[config.mk]
export PLATFORM = sky130hd
export DESIGN_NAME = ieh_top
export DESIGN_NICKNAME = d
export VERILOG_FILES = /design/src/verilog/ieh_pkg.sv /design/src/verilog/ieh_line_if.sv /design/src/verilog/ieh_line_sync.sv /design/src/verilog/ieh_top.sv
export SDC_FILE = /design/constraint.sdc
export NUM_CORES = 1
export LEC_CHECK = 0
export ABC_AREA = 1
export BUFFER_PORTS_ARGS = -buffer_cell sky130_fd_sc_hd__buf_2
export CORE_MARGIN = 8
export CORE_UTILIZATION = 55
export DETAILED_ROUTE_END_ITERATION = 12
export GPL_TIMING_DRIVEN = 0
export PLACE_DENSITY = 0.8
export SYNTH_ARGS = -nofsm -noshare
export SYNTH_HDL_FRONTEND = slang
export SYNTH_HIERARCHICAL = 1
export SYNTH_SLANG_ARGS = --single-unit
[constraint.sdc]
create_clock -name pclk -period 6.3 [get_ports pclk]
set_input_delay 1.26 -clock pclk [delete_from_list [all_inputs] [get_ports pclk]]
set_output_delay 1.26 -clock pclk [all_outputs]
set_load 0.05 [all_outputs]
[src/verilog/ieh_pkg.sv]
// Package of constants and types for the I2C exception and recovery handler.
package ieh_pkg;

   // APB register byte offsets.
   localparam logic [7:0] OFS_STATUS   = 8'h00;
   localparam logic [7:0] OFS_CONTROL  = 8'h04;
   localparam logic [7:0] OFS_COUNT    = 8'h08;
   localparam logic [7:0] OFS_TIMEOUT  = 8'h0c;
   localparam logic [7:0] OFS_IRQ_STAT = 8'h10;
   localparam logic [7:0] OFS_IRQ_MASK = 8'h14;
   localparam logic [7:0] OFS_SRESET   = 8'h18;

   // Field positions of the bus control register.
   localparam int CTL_OSC = 7;
   localparam int CTL_STA = 5;
   localparam int CTL_STO = 4;
   localparam int CTL_SI  = 3;
   localparam int CTL_AA  = 2;
   localparam int CTL_GC  = 1;

   // Interrupt status and mask bit positions.
   localparam int IRQ_UPD = 0;
   localparam int IRQ_ERR = 1;
   localparam int IRQ_CNT = 2;

   // Reset values and keys.
   localparam logic [7:0]  CTL_RST   = 8'h00;
   localparam logic [6:0]  COUNT_RST = 7'h01;
   localparam logic [15:0] TMO_RST   = 16'h0fa0;
   localparam logic [2:0]  IRQ_RST   = 3'h0;
   localparam logic [7:0]  SRST_KEY  = 8'ha5;

   // Legal byte count range.
   localparam logic [6:0] COUNT_MIN = 7'h01;
   localparam logic [6:0] COUNT_MAX = 7'h44;

   // Status codes.
   localparam logic [7:0] ST_IDLE     = 8'hf8;
   localparam logic [7:0] ST_BUS_ERR  = 8'h00;
   localparam logic [7:0] ST_SDA_LOW  = 8'h70;
   localparam logic [7:0] ST_SCL_LOW  = 8'h78;
   localparam logic [7:0] ST_BAD_CNT  = 8'hfc;
   localparam logic [7:0] ST_STARTED  = 8'h08;
   localparam logic [7:0] ST_ARB_MT   = 8'h38;
   localparam logic [7:0] ST_ARB_MR   = 8'h68;
   localparam logic [7:0] ST_ARB_SL   = 8'hb0;

   // Recovery clocking: a quarter of a 100 kHz bit, and nine recovery pulses.
   localparam int         CLK_NS      = 50;
   localparam int         QTR_NS      = 2500;
   localparam int         QTR_CYC     = (QTR_NS + CLK_NS - 1) / CLK_NS;
   localparam logic [3:0] RECOV_PULSES = 4'h9;

   typedef enum logic [8:0] {
      S_IDLE  = 9'b000000001,
      S_WAIT  = 9'b000000010,
      S_CHECK = 9'b000000100,
      S_START = 9'b000001000,
      S_RECOV = 9'b000010000,
      S_STOP  = 9'b000100000,
      S_MAST  = 9'b001000000,
      S_ARB   = 9'b010000000,
      S_ERR   = 9'b100000000
   } ieh_state_t;

endpackage

[src/verilog/ieh_line_if.sv]
// Interface carrying the filtered bus levels and detected bus conditions.
`timescale 1ns/1ps
interface ieh_line_if;
   logic scl;
   logic sda;
   logic start_det;
   logic stop_det;
   modport src (output scl, output sda, output start_det, output stop_det);
   modport dst (input scl, input sda, input start_det, input stop_det);
endinterface

[src/verilog/ieh_line_sync.sv]
// Three-stage pin synchroniser with START and STOP detection.
`timescale 1ns/1ps
module ieh_line_sync (
   input wire logic pclk,
   input wire logic presetn,
   input wire logic scl_in,
   input wire logic sda_in,
   ieh_line_if.src  line
);
   logic [2:0] scl_sh_reg;
   logic [2:0] sda_sh_reg;
   logic       scl_f_reg;
   logic       sda_f_reg;
   logic       start_reg;
   logic       stop_reg;

   // Stage 0 feeds only stage 1; a level is accepted once stages 1 and 2 agree.
   always_ff @(posedge pclk or negedge presetn) begin
      if (!presetn) begin
         scl_sh_reg <= 3'h7;
         sda_sh_reg <= 3'h7;
      end else begin
         scl_sh_reg <= {scl_sh_reg[1:0], scl_in};
         sda_sh_reg <= {sda_sh_reg[1:0], sda_in};
      end
   end

   always_ff @(posedge pclk or negedge presetn) begin
      if (!presetn) begin
         scl_f_reg <= 1'b1;
         sda_f_reg <= 1'b1;
         start_reg <= 1'b0;
         stop_reg  <= 1'b0;
      end else begin
         if (scl_sh_reg[1] == scl_sh_reg[2]) begin
            scl_f_reg <= scl_sh_reg[2];
         end
         if (sda_sh_reg[1] == sda_sh_reg[2]) begin
            sda_f_reg <= sda_sh_reg[2];
         end
         // Data edges while clock is high are conditions, not data.
         start_reg <= scl_f_reg && sda_f_reg && (sda_sh_reg[1] == sda_sh_reg[2])
                      && !sda_sh_reg[2] && (scl_sh_reg[2] || scl_sh_reg[1]);
         stop_reg  <= scl_f_reg && !sda_f_reg && (sda_sh_reg[1] == sda_sh_reg[2])
                      && sda_sh_reg[2] && (scl_sh_reg[2] || scl_sh_reg[1]);
      end
   end

   assign line.scl       = scl_f_reg;
   assign line.sda       = sda_f_reg;
   assign line.start_det = start_reg;
   assign line.stop_det  = stop_reg;
endmodule

[src/verilog/ieh_top.sv]
// Exception, recovery and forced-access handler of an APB to I2C controller.
//
// Implementation choices: the address map and register access over APB.
`timescale 1ns/1ps
module ieh_top (
   input  wire logic        pclk,
   input  wire logic        presetn,
   input  wire logic        psel,
   input  wire logic        penable,
   input  wire logic        pwrite,
   input  wire logic [7:0]  paddr,
   input  wire logic [31:0] pwdata,
   output logic      [31:0] prdata,
   output logic             pready,
   output logic             pslverr,
   input  wire logic        scl_in,
   output logic             scl_out,
   output logic             scl_oe,
   input  wire logic        sda_in,
   output logic             sda_out,
   output logic             sda_oe,
   input  wire logic        xfer_involved,
   input  wire logic        xfer_in_frame,
   input  wire logic        xfer_done,
   input  wire logic        rs_pending,
   input  wire logic        arb_lost,
   input  wire logic [1:0]  arb_lost_kind,
   output logic             own_addr_en,
   output logic             gen_call_en,
   output logic             stop_request,
   output logic             start_sent,
   output logic             rs_adopted,
   output logic             irq
);
   import ieh_pkg::*;

   ieh_line_if line ();

   ieh_line_sync u_sync (
      .pclk    (pclk),
      .presetn (presetn),
      .scl_in  (scl_in),
      .sda_in  (sda_in),
      .line    (line)
   );

   ieh_state_t  state_reg;
   ieh_state_t  state_next;
   logic [7:0]  status_reg;
   logic [7:0]  ctl_reg;
   logic [6:0]  count_reg;
   logic [15:0] tmo_reg;
   logic [2:0]  irq_st_reg;
   logic [2:0]  irq_mask_reg;
   logic        srst_reg;
   logic        busy_reg;
   logic [15:0] idle_cnt_reg;
   logic [15:0] low_cnt_reg;
   logic [7:0]  qcnt_reg;
   logic [1:0]  phase_reg;
   logic [3:0]  pulse_reg;
   logic        qtick;
   logic        wr_acc;
   logic        rd_set;
   logic        count_bad;
   logic        bus_err;
   logic        scl_stuck;
   logic        idle_tmo;
   logic        seq_end;
   logic        drv_scl;
   logic        drv_sda;
   logic        load_code;
   logic [7:0]  code_next;

   assign pready  = 1'b1;
   assign sda_out = 1'b0;
   assign scl_out = 1'b0;
   assign wr_acc  = psel && penable && pwrite;
   assign rd_set  = psel && !penable;

   function automatic logic mapped(input logic [7:0] a);
      mapped = (a == OFS_STATUS) || (a == OFS_CONTROL) || (a == OFS_COUNT) ||
               (a == OFS_TIMEOUT) || (a == OFS_IRQ_STAT) || (a == OFS_IRQ_MASK) ||
               (a == OFS_SRESET);
   endfunction

   assign pslverr   = psel && penable && !mapped(paddr);
   assign count_bad = (count_reg < COUNT_MIN) || (count_reg > COUNT_MAX);
   assign qtick     = (qcnt_reg == 8'(QTR_CYC - 1));
   assign seq_end   = qtick && (phase_reg == 2'h3);
   // Both time-outs compare against the software time-out setting.
   assign idle_tmo  = (idle_cnt_reg >= tmo_reg);
   assign scl_stuck = (low_cnt_reg >= tmo_reg) && (state_reg != S_ERR);
   // Misplaced conditions matter only while this device takes part in a frame.
   assign bus_err   = xfer_involved && xfer_in_frame && (line.start_det || line.stop_det)
                      && (state_reg != S_ERR);

   // Address recognition enables for the transfer engine while idle.
   assign own_addr_en  = (state_reg == S_IDLE) && !ctl_reg[CTL_STA] && ctl_reg[CTL_AA];
   assign gen_call_en  = (state_reg == S_IDLE) && !ctl_reg[CTL_STA] && ctl_reg[CTL_GC];
   assign stop_request = ctl_reg[CTL_STO];
   assign irq          = |(irq_st_reg & irq_mask_reg);

   always_comb begin
      state_next = state_reg;
      load_code  = 1'b0;
      code_next  = status_reg;
      unique case (state_reg)
         S_IDLE: begin
            if (ctl_reg[CTL_STA] && !ctl_reg[CTL_SI]) begin
               state_next = busy_reg ? S_WAIT : S_CHECK;
            end
         end
         S_WAIT: begin
            if (!busy_reg || idle_tmo) begin
               state_next = S_CHECK;
            end
         end
         S_CHECK: begin
            if (seq_end) begin
               state_next = line.sda ? S_START : S_RECOV;
            end
         end
         S_START: begin
            if (seq_end) begin
               state_next = S_MAST;
               load_code  = 1'b1;
               code_next  = ST_STARTED;
            end
         end
         S_RECOV: begin
            if (seq_end && (pulse_reg == RECOV_PULSES - 4'h1)) begin
               state_next = S_STOP;
            end
         end
         S_STOP: begin
            if (seq_end) begin
               if (line.sda) begin
                  state_next = S_START;
               end else begin
                  state_next = S_ERR;
                  load_code  = 1'b1;
                  code_next  = ST_SDA_LOW;
               end
            end
         end
         S_MAST: begin
            if (arb_lost) begin
               state_next = S_ARB;
               load_code  = 1'b1;
               unique case (arb_lost_kind)
                  2'h0:    code_next = ST_ARB_MT;
                  2'h1:    code_next = ST_ARB_MR;
                  default: code_next = ST_ARB_SL;
               endcase
            end else if (xfer_done) begin
               state_next = S_IDLE;
               code_next  = ST_IDLE;
            end
         end
         S_ARB: begin
            // Barring a stuck SCL, a bus error or a soft reset, only a foreign STOP or a quiet bus ends arbitration loss.
            if (line.stop_det || idle_tmo) begin
               state_next = ctl_reg[CTL_STA] ? S_CHECK : S_IDLE;
               code_next  = ctl_reg[CTL_STA] ? status_reg : ST_IDLE;
            end
         end
         S_ERR: begin
            state_next = S_ERR;
         end
      endcase
      if (scl_stuck) begin
         state_next = S_ERR;
         load_code  = 1'b1;
         code_next  = ST_SCL_LOW;
      end else if (bus_err) begin
         state_next = S_ERR;
         load_code  = 1'b1;
         code_next  = ST_BUS_ERR;
      end else if (state_next == S_IDLE) begin
         load_code  = count_bad && (status_reg != ST_BAD_CNT);
         code_next  = count_bad ? ST_BAD_CNT : ST_IDLE;
      end
   end

   always_ff @(posedge pclk or negedge presetn) begin
      if (!presetn) begin
         state_reg  <= S_IDLE;
         status_reg <= ST_IDLE;
      end else if (srst_reg) begin
         state_reg  <= S_IDLE;
         status_reg <= ST_IDLE;
      end else begin
         state_reg  <= state_next;
         status_reg <= code_next;
      end
   end

   // Quarter-bit enable and phase sequencer for generated conditions.
   always_ff @(posedge pclk or negedge presetn) begin
      if (!presetn) begin
         qcnt_reg  <= 8'h00;
         phase_reg <= 2'h0;
         pulse_reg <= 4'h0;
      end else if (srst_reg || !(state_reg inside {S_CHECK, S_START, S_RECOV, S_STOP})) begin
         qcnt_reg  <= 8'h00;
         phase_reg <= 2'h0;
         pulse_reg <= 4'h0;
      end else begin
         qcnt_reg <= qtick ? 8'h00 : qcnt_reg + 8'h01;
         if (qtick) begin
            phase_reg <= phase_reg + 2'h1;
         end
         if (seq_end && (state_reg == S_RECOV)) begin
            pulse_reg <= pulse_reg + 4'h1;
         end
      end
   end

   always_comb begin
      drv_scl = 1'b0;
      drv_sda = 1'b0;
      unique case (state_reg)
         S_START: begin
            drv_sda = (phase_reg != 2'h0);
            drv_scl = (phase_reg == 2'h3);
         end
         S_RECOV: begin
            drv_scl = !phase_reg[1];
         end
         S_STOP: begin
            drv_scl = (phase_reg == 2'h0);
            drv_sda = (phase_reg <= 2'h1);
         end
         default: begin
            drv_scl = 1'b0;
         end
      endcase
   end

   // Errors and idle leave both lines released.
   always_ff @(posedge pclk or negedge presetn) begin
      if (!presetn) begin
         scl_oe <= 1'b0;
         sda_oe <= 1'b0;
      end else begin
         scl_oe <= drv_scl && !srst_reg;
         sda_oe <= drv_sda && !srst_reg;
      end
   end

   // Bus busy tracking and time-out counters.
   always_ff @(posedge pclk or negedge presetn) begin
      if (!presetn) begin
         busy_reg     <= 1'b0;
         idle_cnt_reg <= 16'h0000;
         low_cnt_reg  <= 16'h0000;
      end else begin
         if (line.start_det) begin
            busy_reg <= 1'b1;
         end else if (line.stop_det || srst_reg) begin
            busy_reg <= 1'b0;
         end
         if (line.scl && line.sda && (state_reg inside {S_WAIT, S_ARB})) begin
            idle_cnt_reg <= (idle_cnt_reg == 16'hffff) ? idle_cnt_reg : idle_cnt_reg + 16'h1;
         end else begin
            idle_cnt_reg <= 16'h0000;
         end
         // Our own recovery pulses must not look like a stuck clock.
         if (!line.scl && !scl_oe && !srst_reg) begin
            low_cnt_reg <= (low_cnt_reg == 16'hffff) ? low_cnt_reg : low_cnt_reg + 16'h1;
         end else begin
            low_cnt_reg <= 16'h0000;
         end
      end
   end

   // One-cycle notifications to the transfer engine.
   always_ff @(posedge pclk or negedge presetn) begin
      if (!presetn) begin
         start_sent <= 1'b0;
         rs_adopted <= 1'b0;
      end else begin
         start_sent <= (state_reg == S_START) && (state_next == S_MAST);
         rs_adopted <= (state_reg == S_MAST) && rs_pending && line.start_det;
      end
   end

   // Software registers; hardware updates of the flag win over software clears.
   always_ff @(posedge pclk or negedge presetn) begin
      if (!presetn) begin
         ctl_reg   <= CTL_RST;
         count_reg <= COUNT_RST;
         tmo_reg   <= TMO_RST;
         srst_reg  <= 1'b0;
      end else if (srst_reg) begin
         ctl_reg   <= CTL_RST;
         count_reg <= COUNT_RST;
         tmo_reg   <= TMO_RST;
         srst_reg  <= 1'b0;
      end else begin
         srst_reg <= wr_acc && (paddr == OFS_SRESET) && (pwdata[7:0] == SRST_KEY);
         if (wr_acc && (paddr == OFS_CONTROL)) begin
            ctl_reg <= pwdata[7:0];
         end
         if (wr_acc && (paddr == OFS_COUNT)) begin
            count_reg <= pwdata[6:0];
         end
         if (wr_acc && (paddr == OFS_TIMEOUT)) begin
            tmo_reg <= pwdata[15:0];
         end
         if (start_sent || (state_reg == S_START && state_next == S_MAST)) begin
            ctl_reg[CTL_STA] <= 1'b0;
         end
         if (load_code) begin
            ctl_reg[CTL_SI] <= 1'b1;
         end
      end
   end

   // Sticky event bits, write one to clear, set wins.
   always_ff @(posedge pclk or negedge presetn) begin
      if (!presetn) begin
         irq_st_reg   <= IRQ_RST;
         irq_mask_reg <= IRQ_RST;
      end else if (srst_reg) begin
         irq_st_reg   <= IRQ_RST;
         irq_mask_reg <= IRQ_RST;
      end else begin
         if (wr_acc && (paddr == OFS_IRQ_MASK)) begin
            irq_mask_reg <= pwdata[2:0];
         end
         irq_st_reg <= (irq_st_reg & ~((wr_acc && paddr == OFS_IRQ_STAT) ? pwdata[2:0] : 3'h0))
                       | {load_code && (code_next == ST_BAD_CNT),
                          load_code && (state_next == S_ERR),
                          load_code};
      end
   end

   // Read data is captured in the setup cycle so the access cycle needs no wait.
   always_ff @(posedge pclk or negedge presetn) begin
      if (!presetn) begin
         prdata <= 32'h0000_0000;
      end else if (rd_set && !pwrite) begin
         unique case (paddr)
            OFS_STATUS:   prdata <= {24'h000000, status_reg};
            OFS_CONTROL:  prdata <= {24'h000000, ctl_reg};
            OFS_COUNT:    prdata <= {25'h0000000, count_reg};
            OFS_TIMEOUT:  prdata <= {16'h0000, tmo_reg};
            OFS_IRQ_STAT: prdata <= {29'h00000000, irq_st_reg};
            OFS_IRQ_MASK: prdata <= {29'h00000000, irq_mask_reg};
            default:      prdata <= 32'h0000_0000;
         endcase
      end
   end

endmodule

==> results.md <==
* Routed WL per cell at 15.65 µm
* Slew Limit Fails at 0
* Worst slew pin tran at 0.6700 ns
* Final non-filler cell total at 1300
* Drt total wl at 20350 µm
* RSZ-0062 raised after global routing: no
* DP Cell Count at 1268
* I/O pin cnt at 98
* PortBufs at 62
* Commonest non-fill, non-tap cell in the layout: nand2_1
* PostCTS Resize Cnt at 0
* Die H at 135.6 µm
* Hold path depth at 0
* Worst EP required at 5.04 ns
* Worst Hold Launch: u_sync/scl_sh_reg[0]$_DFF_PN1_
* Horiz. Die Dim at 135.6 µm
* # setup viols final at 0
* Async S/R FF share, synth at 100.0%
* Crit path time final at 3.682 ns
* Die ar. at 18380 µm²
* Number of enable flip-flop cells after synthesis at 0
* Cell taking the most area after synthesis: dfrtp_1
* DR pass1 iterations at 5
* Number of synthesized register bits at 132
* Worst setup SP type: input port
* Reg2reg path depth at 15
* RD Place Congestion at 0.9554
* Post-DP HPWL at 15420 µm
* Initial antenna violation count at 0
* # diodes at 0
* Final hold vios at 0
* Hold EP: u_sync/scl_sh_reg[1]$_DFF_PN1_
* Vias in the first global route at 6831
* CP Capture Type: output pin
* Clock Skews at 0.008778 ns
* Mapped Area at 7864 µm²
* Most frequent cells in the layout: 189 x nand2_1, 155 x inv_1, 111 x dfrtp_1
* First-pass GRT wire length at 33670 µm
* Clock latency on the worst-skew pair at 0.43 ns
* Final Util at 65.22%
* Warnings, synthesis at 6
* Gr ovfl total at 0
* Critical path arrival at 2.42 ns
* Critical path fanouts, max at 5
* Clock tree buffer depth at 2
* Avg Inst Size Synth at 7.801 µm²
* HP Class: reg -> reg
* Syn Inst Count at 1008
* Post-synth top area share at 35.32%
* Largest cells by area after synthesis: dfrtp_1 35%, nand2_1 9.0%, inv_1 7.4%
* Post-Route Setup TNS at 0 ns
* TritonCTS clock tree: done
* Pin count of the biggest net entering global routing at 102
* Worst-path clk slew at 0.06 ns
* Power Density at 286.2 nW/µm²
* Hold buffers post-CTS at 0
* Total Power at 2.601 mW
* R2r endpoint: irq_st_reg[2]$_DFF_PN0_
* FF-to-FF setup slack at 3.40 ns
* Worst r2r src: tmo_reg[11]$_DFFE_PN1P_
* Post-route clock period utilization at 58.44%
* Vias at 7167
* Seq/Total Area, Yosys at 42.34%
* Max Cap Viol at 0
* VDD IR max at 217.5 µV
* Crit Path Category: in -> out
* Slew Limit Headroom at 54.99%
* Share of layout cells above drive strength 1 at 16.34%
* Antenna Violating Nets Remaining at 0
* Root Buffer: clkbuf_16
* Synth unique cells at 55
* Core ar. at 13930 µm²
* CTS H-Tree Depth at 4
* Initial Util at 56.43%
* Post-CTS Setup Repair Bufs at 0
* Synth Flop Type: dfrtp_1
* Synth-to-Final Area Change at 15.56%
* Drt drc at 0
* Total CTS buffers at 17
* Nets at 1203
* Static leakage at 4.598 nW
* Outcome: completed
* Row count at 43
* Overall routing resource usage at 22.85%
* Clock sink total at 132
* Max Clk Rate at 271.6 MHz
* Vias/cell at 5.513
* Drt initial violations at 634
-- power breakdown --
| part | internal (mW) | switching, mW | leakage, nW |
|---|---|---|---|
| clock network | 0.562 | 0.432 | 0.284 |
| registers | 0.927 | 0.0628 | 1.71 |
| logic | 0.207 | 0.410 | 2.60 |
-- worst max path at each step --
stage	end	cells past startpoint	startpoint	slack, ns
6_report	pslverr	8	paddr[7]	2.62
5_1_grt	pslverr	8	paddr[7]	2.47
4_1_cts	pslverr	8	paddr[7]	2.66
3_5_place_dp	pslverr	8	paddr[7]	2.67
3_3_place_gp	prdata[14]$_DFFE_PN0P_	1	presetn	2.14
2_1_floorplan	pslverr	6	paddr[7]	2.32
-- through the flow --
step	area [µm²]	setup WS [ns]	hold slack, ns
3_5_place_dp	8497	2.670	0.3468
2_1_floorplan	7928	2.319	0.3452
3_3_place_gp	8463	2.141	0.3460
5_1_grt	9087	2.467	0.3597
6_report	9087	2.618	0.3555
4_1_cts	9087	2.662	0.3557
-- critical path: stages --
cell and delay [ns]:
buf_2 0.09, nor2_1 0.13, nand2_1 0.06, nor2_1 0.30
nand2_1 0.13, a21oi_1 0.17, nor3b_1 0.06, buf_2 0.21
-- area by class of cell --
type	instances	area, µm²
buffer	29	185.2
timing repair buffer	63	344.1
fill	1149	4847
sequential	132	3329
inverter	162	610.6
clock inverter	15	165.2
clock buffer	17	425.4
multi-input combinational	702	3802
tap	180	225.2
-- synthesized netlist by cell type, types with 7 or more instances --
cell	n
a211oi_1	7
a21oi_1	56
buf_4	20
clkbuf_1	8
dfrtp_1	111
dfstp_2	21
ha_1	42
inv_1	155
nand2_1	189
nand2_2	13
nand3_1	46
nand4_1	24
nor2_1	107
nor3_1	27
o21ai_0	73
o22ai_1	7
o31ai_1	9
-- metal layers --
metal / vias up / share of wire, % / global-route usage (%)
met4: 0 / 2.5 / 9.439
li1: 3511 / - / -
met1: 3321 / 44 / 30.29
met3: 33 / 8.5 / 4.414
met2: 302 / 45 / 35.86
met5: - / 0 / 0
-- logic make-up (layout without fill, tap and decap cells) --
family / after synthesis / after routing / synth area share, %
buffers and inverters: 191 / 286 / 10.12
adders and majority gates: 42 / 42 / 6.683
and+or+nand+nor: 444 / 444 / 25.81
xor gates and xnor gates: 6 / 6 / 0.6683
DFF: 132 / 132 / 42.34
other: 2 / 19 / 0.09550
AOI/OAI and AO/OA: 190 / 190 / 14.16
muxes: 1 / 1 / 0.1273
No activity file was read; power rests on OpenSTA's default activity.
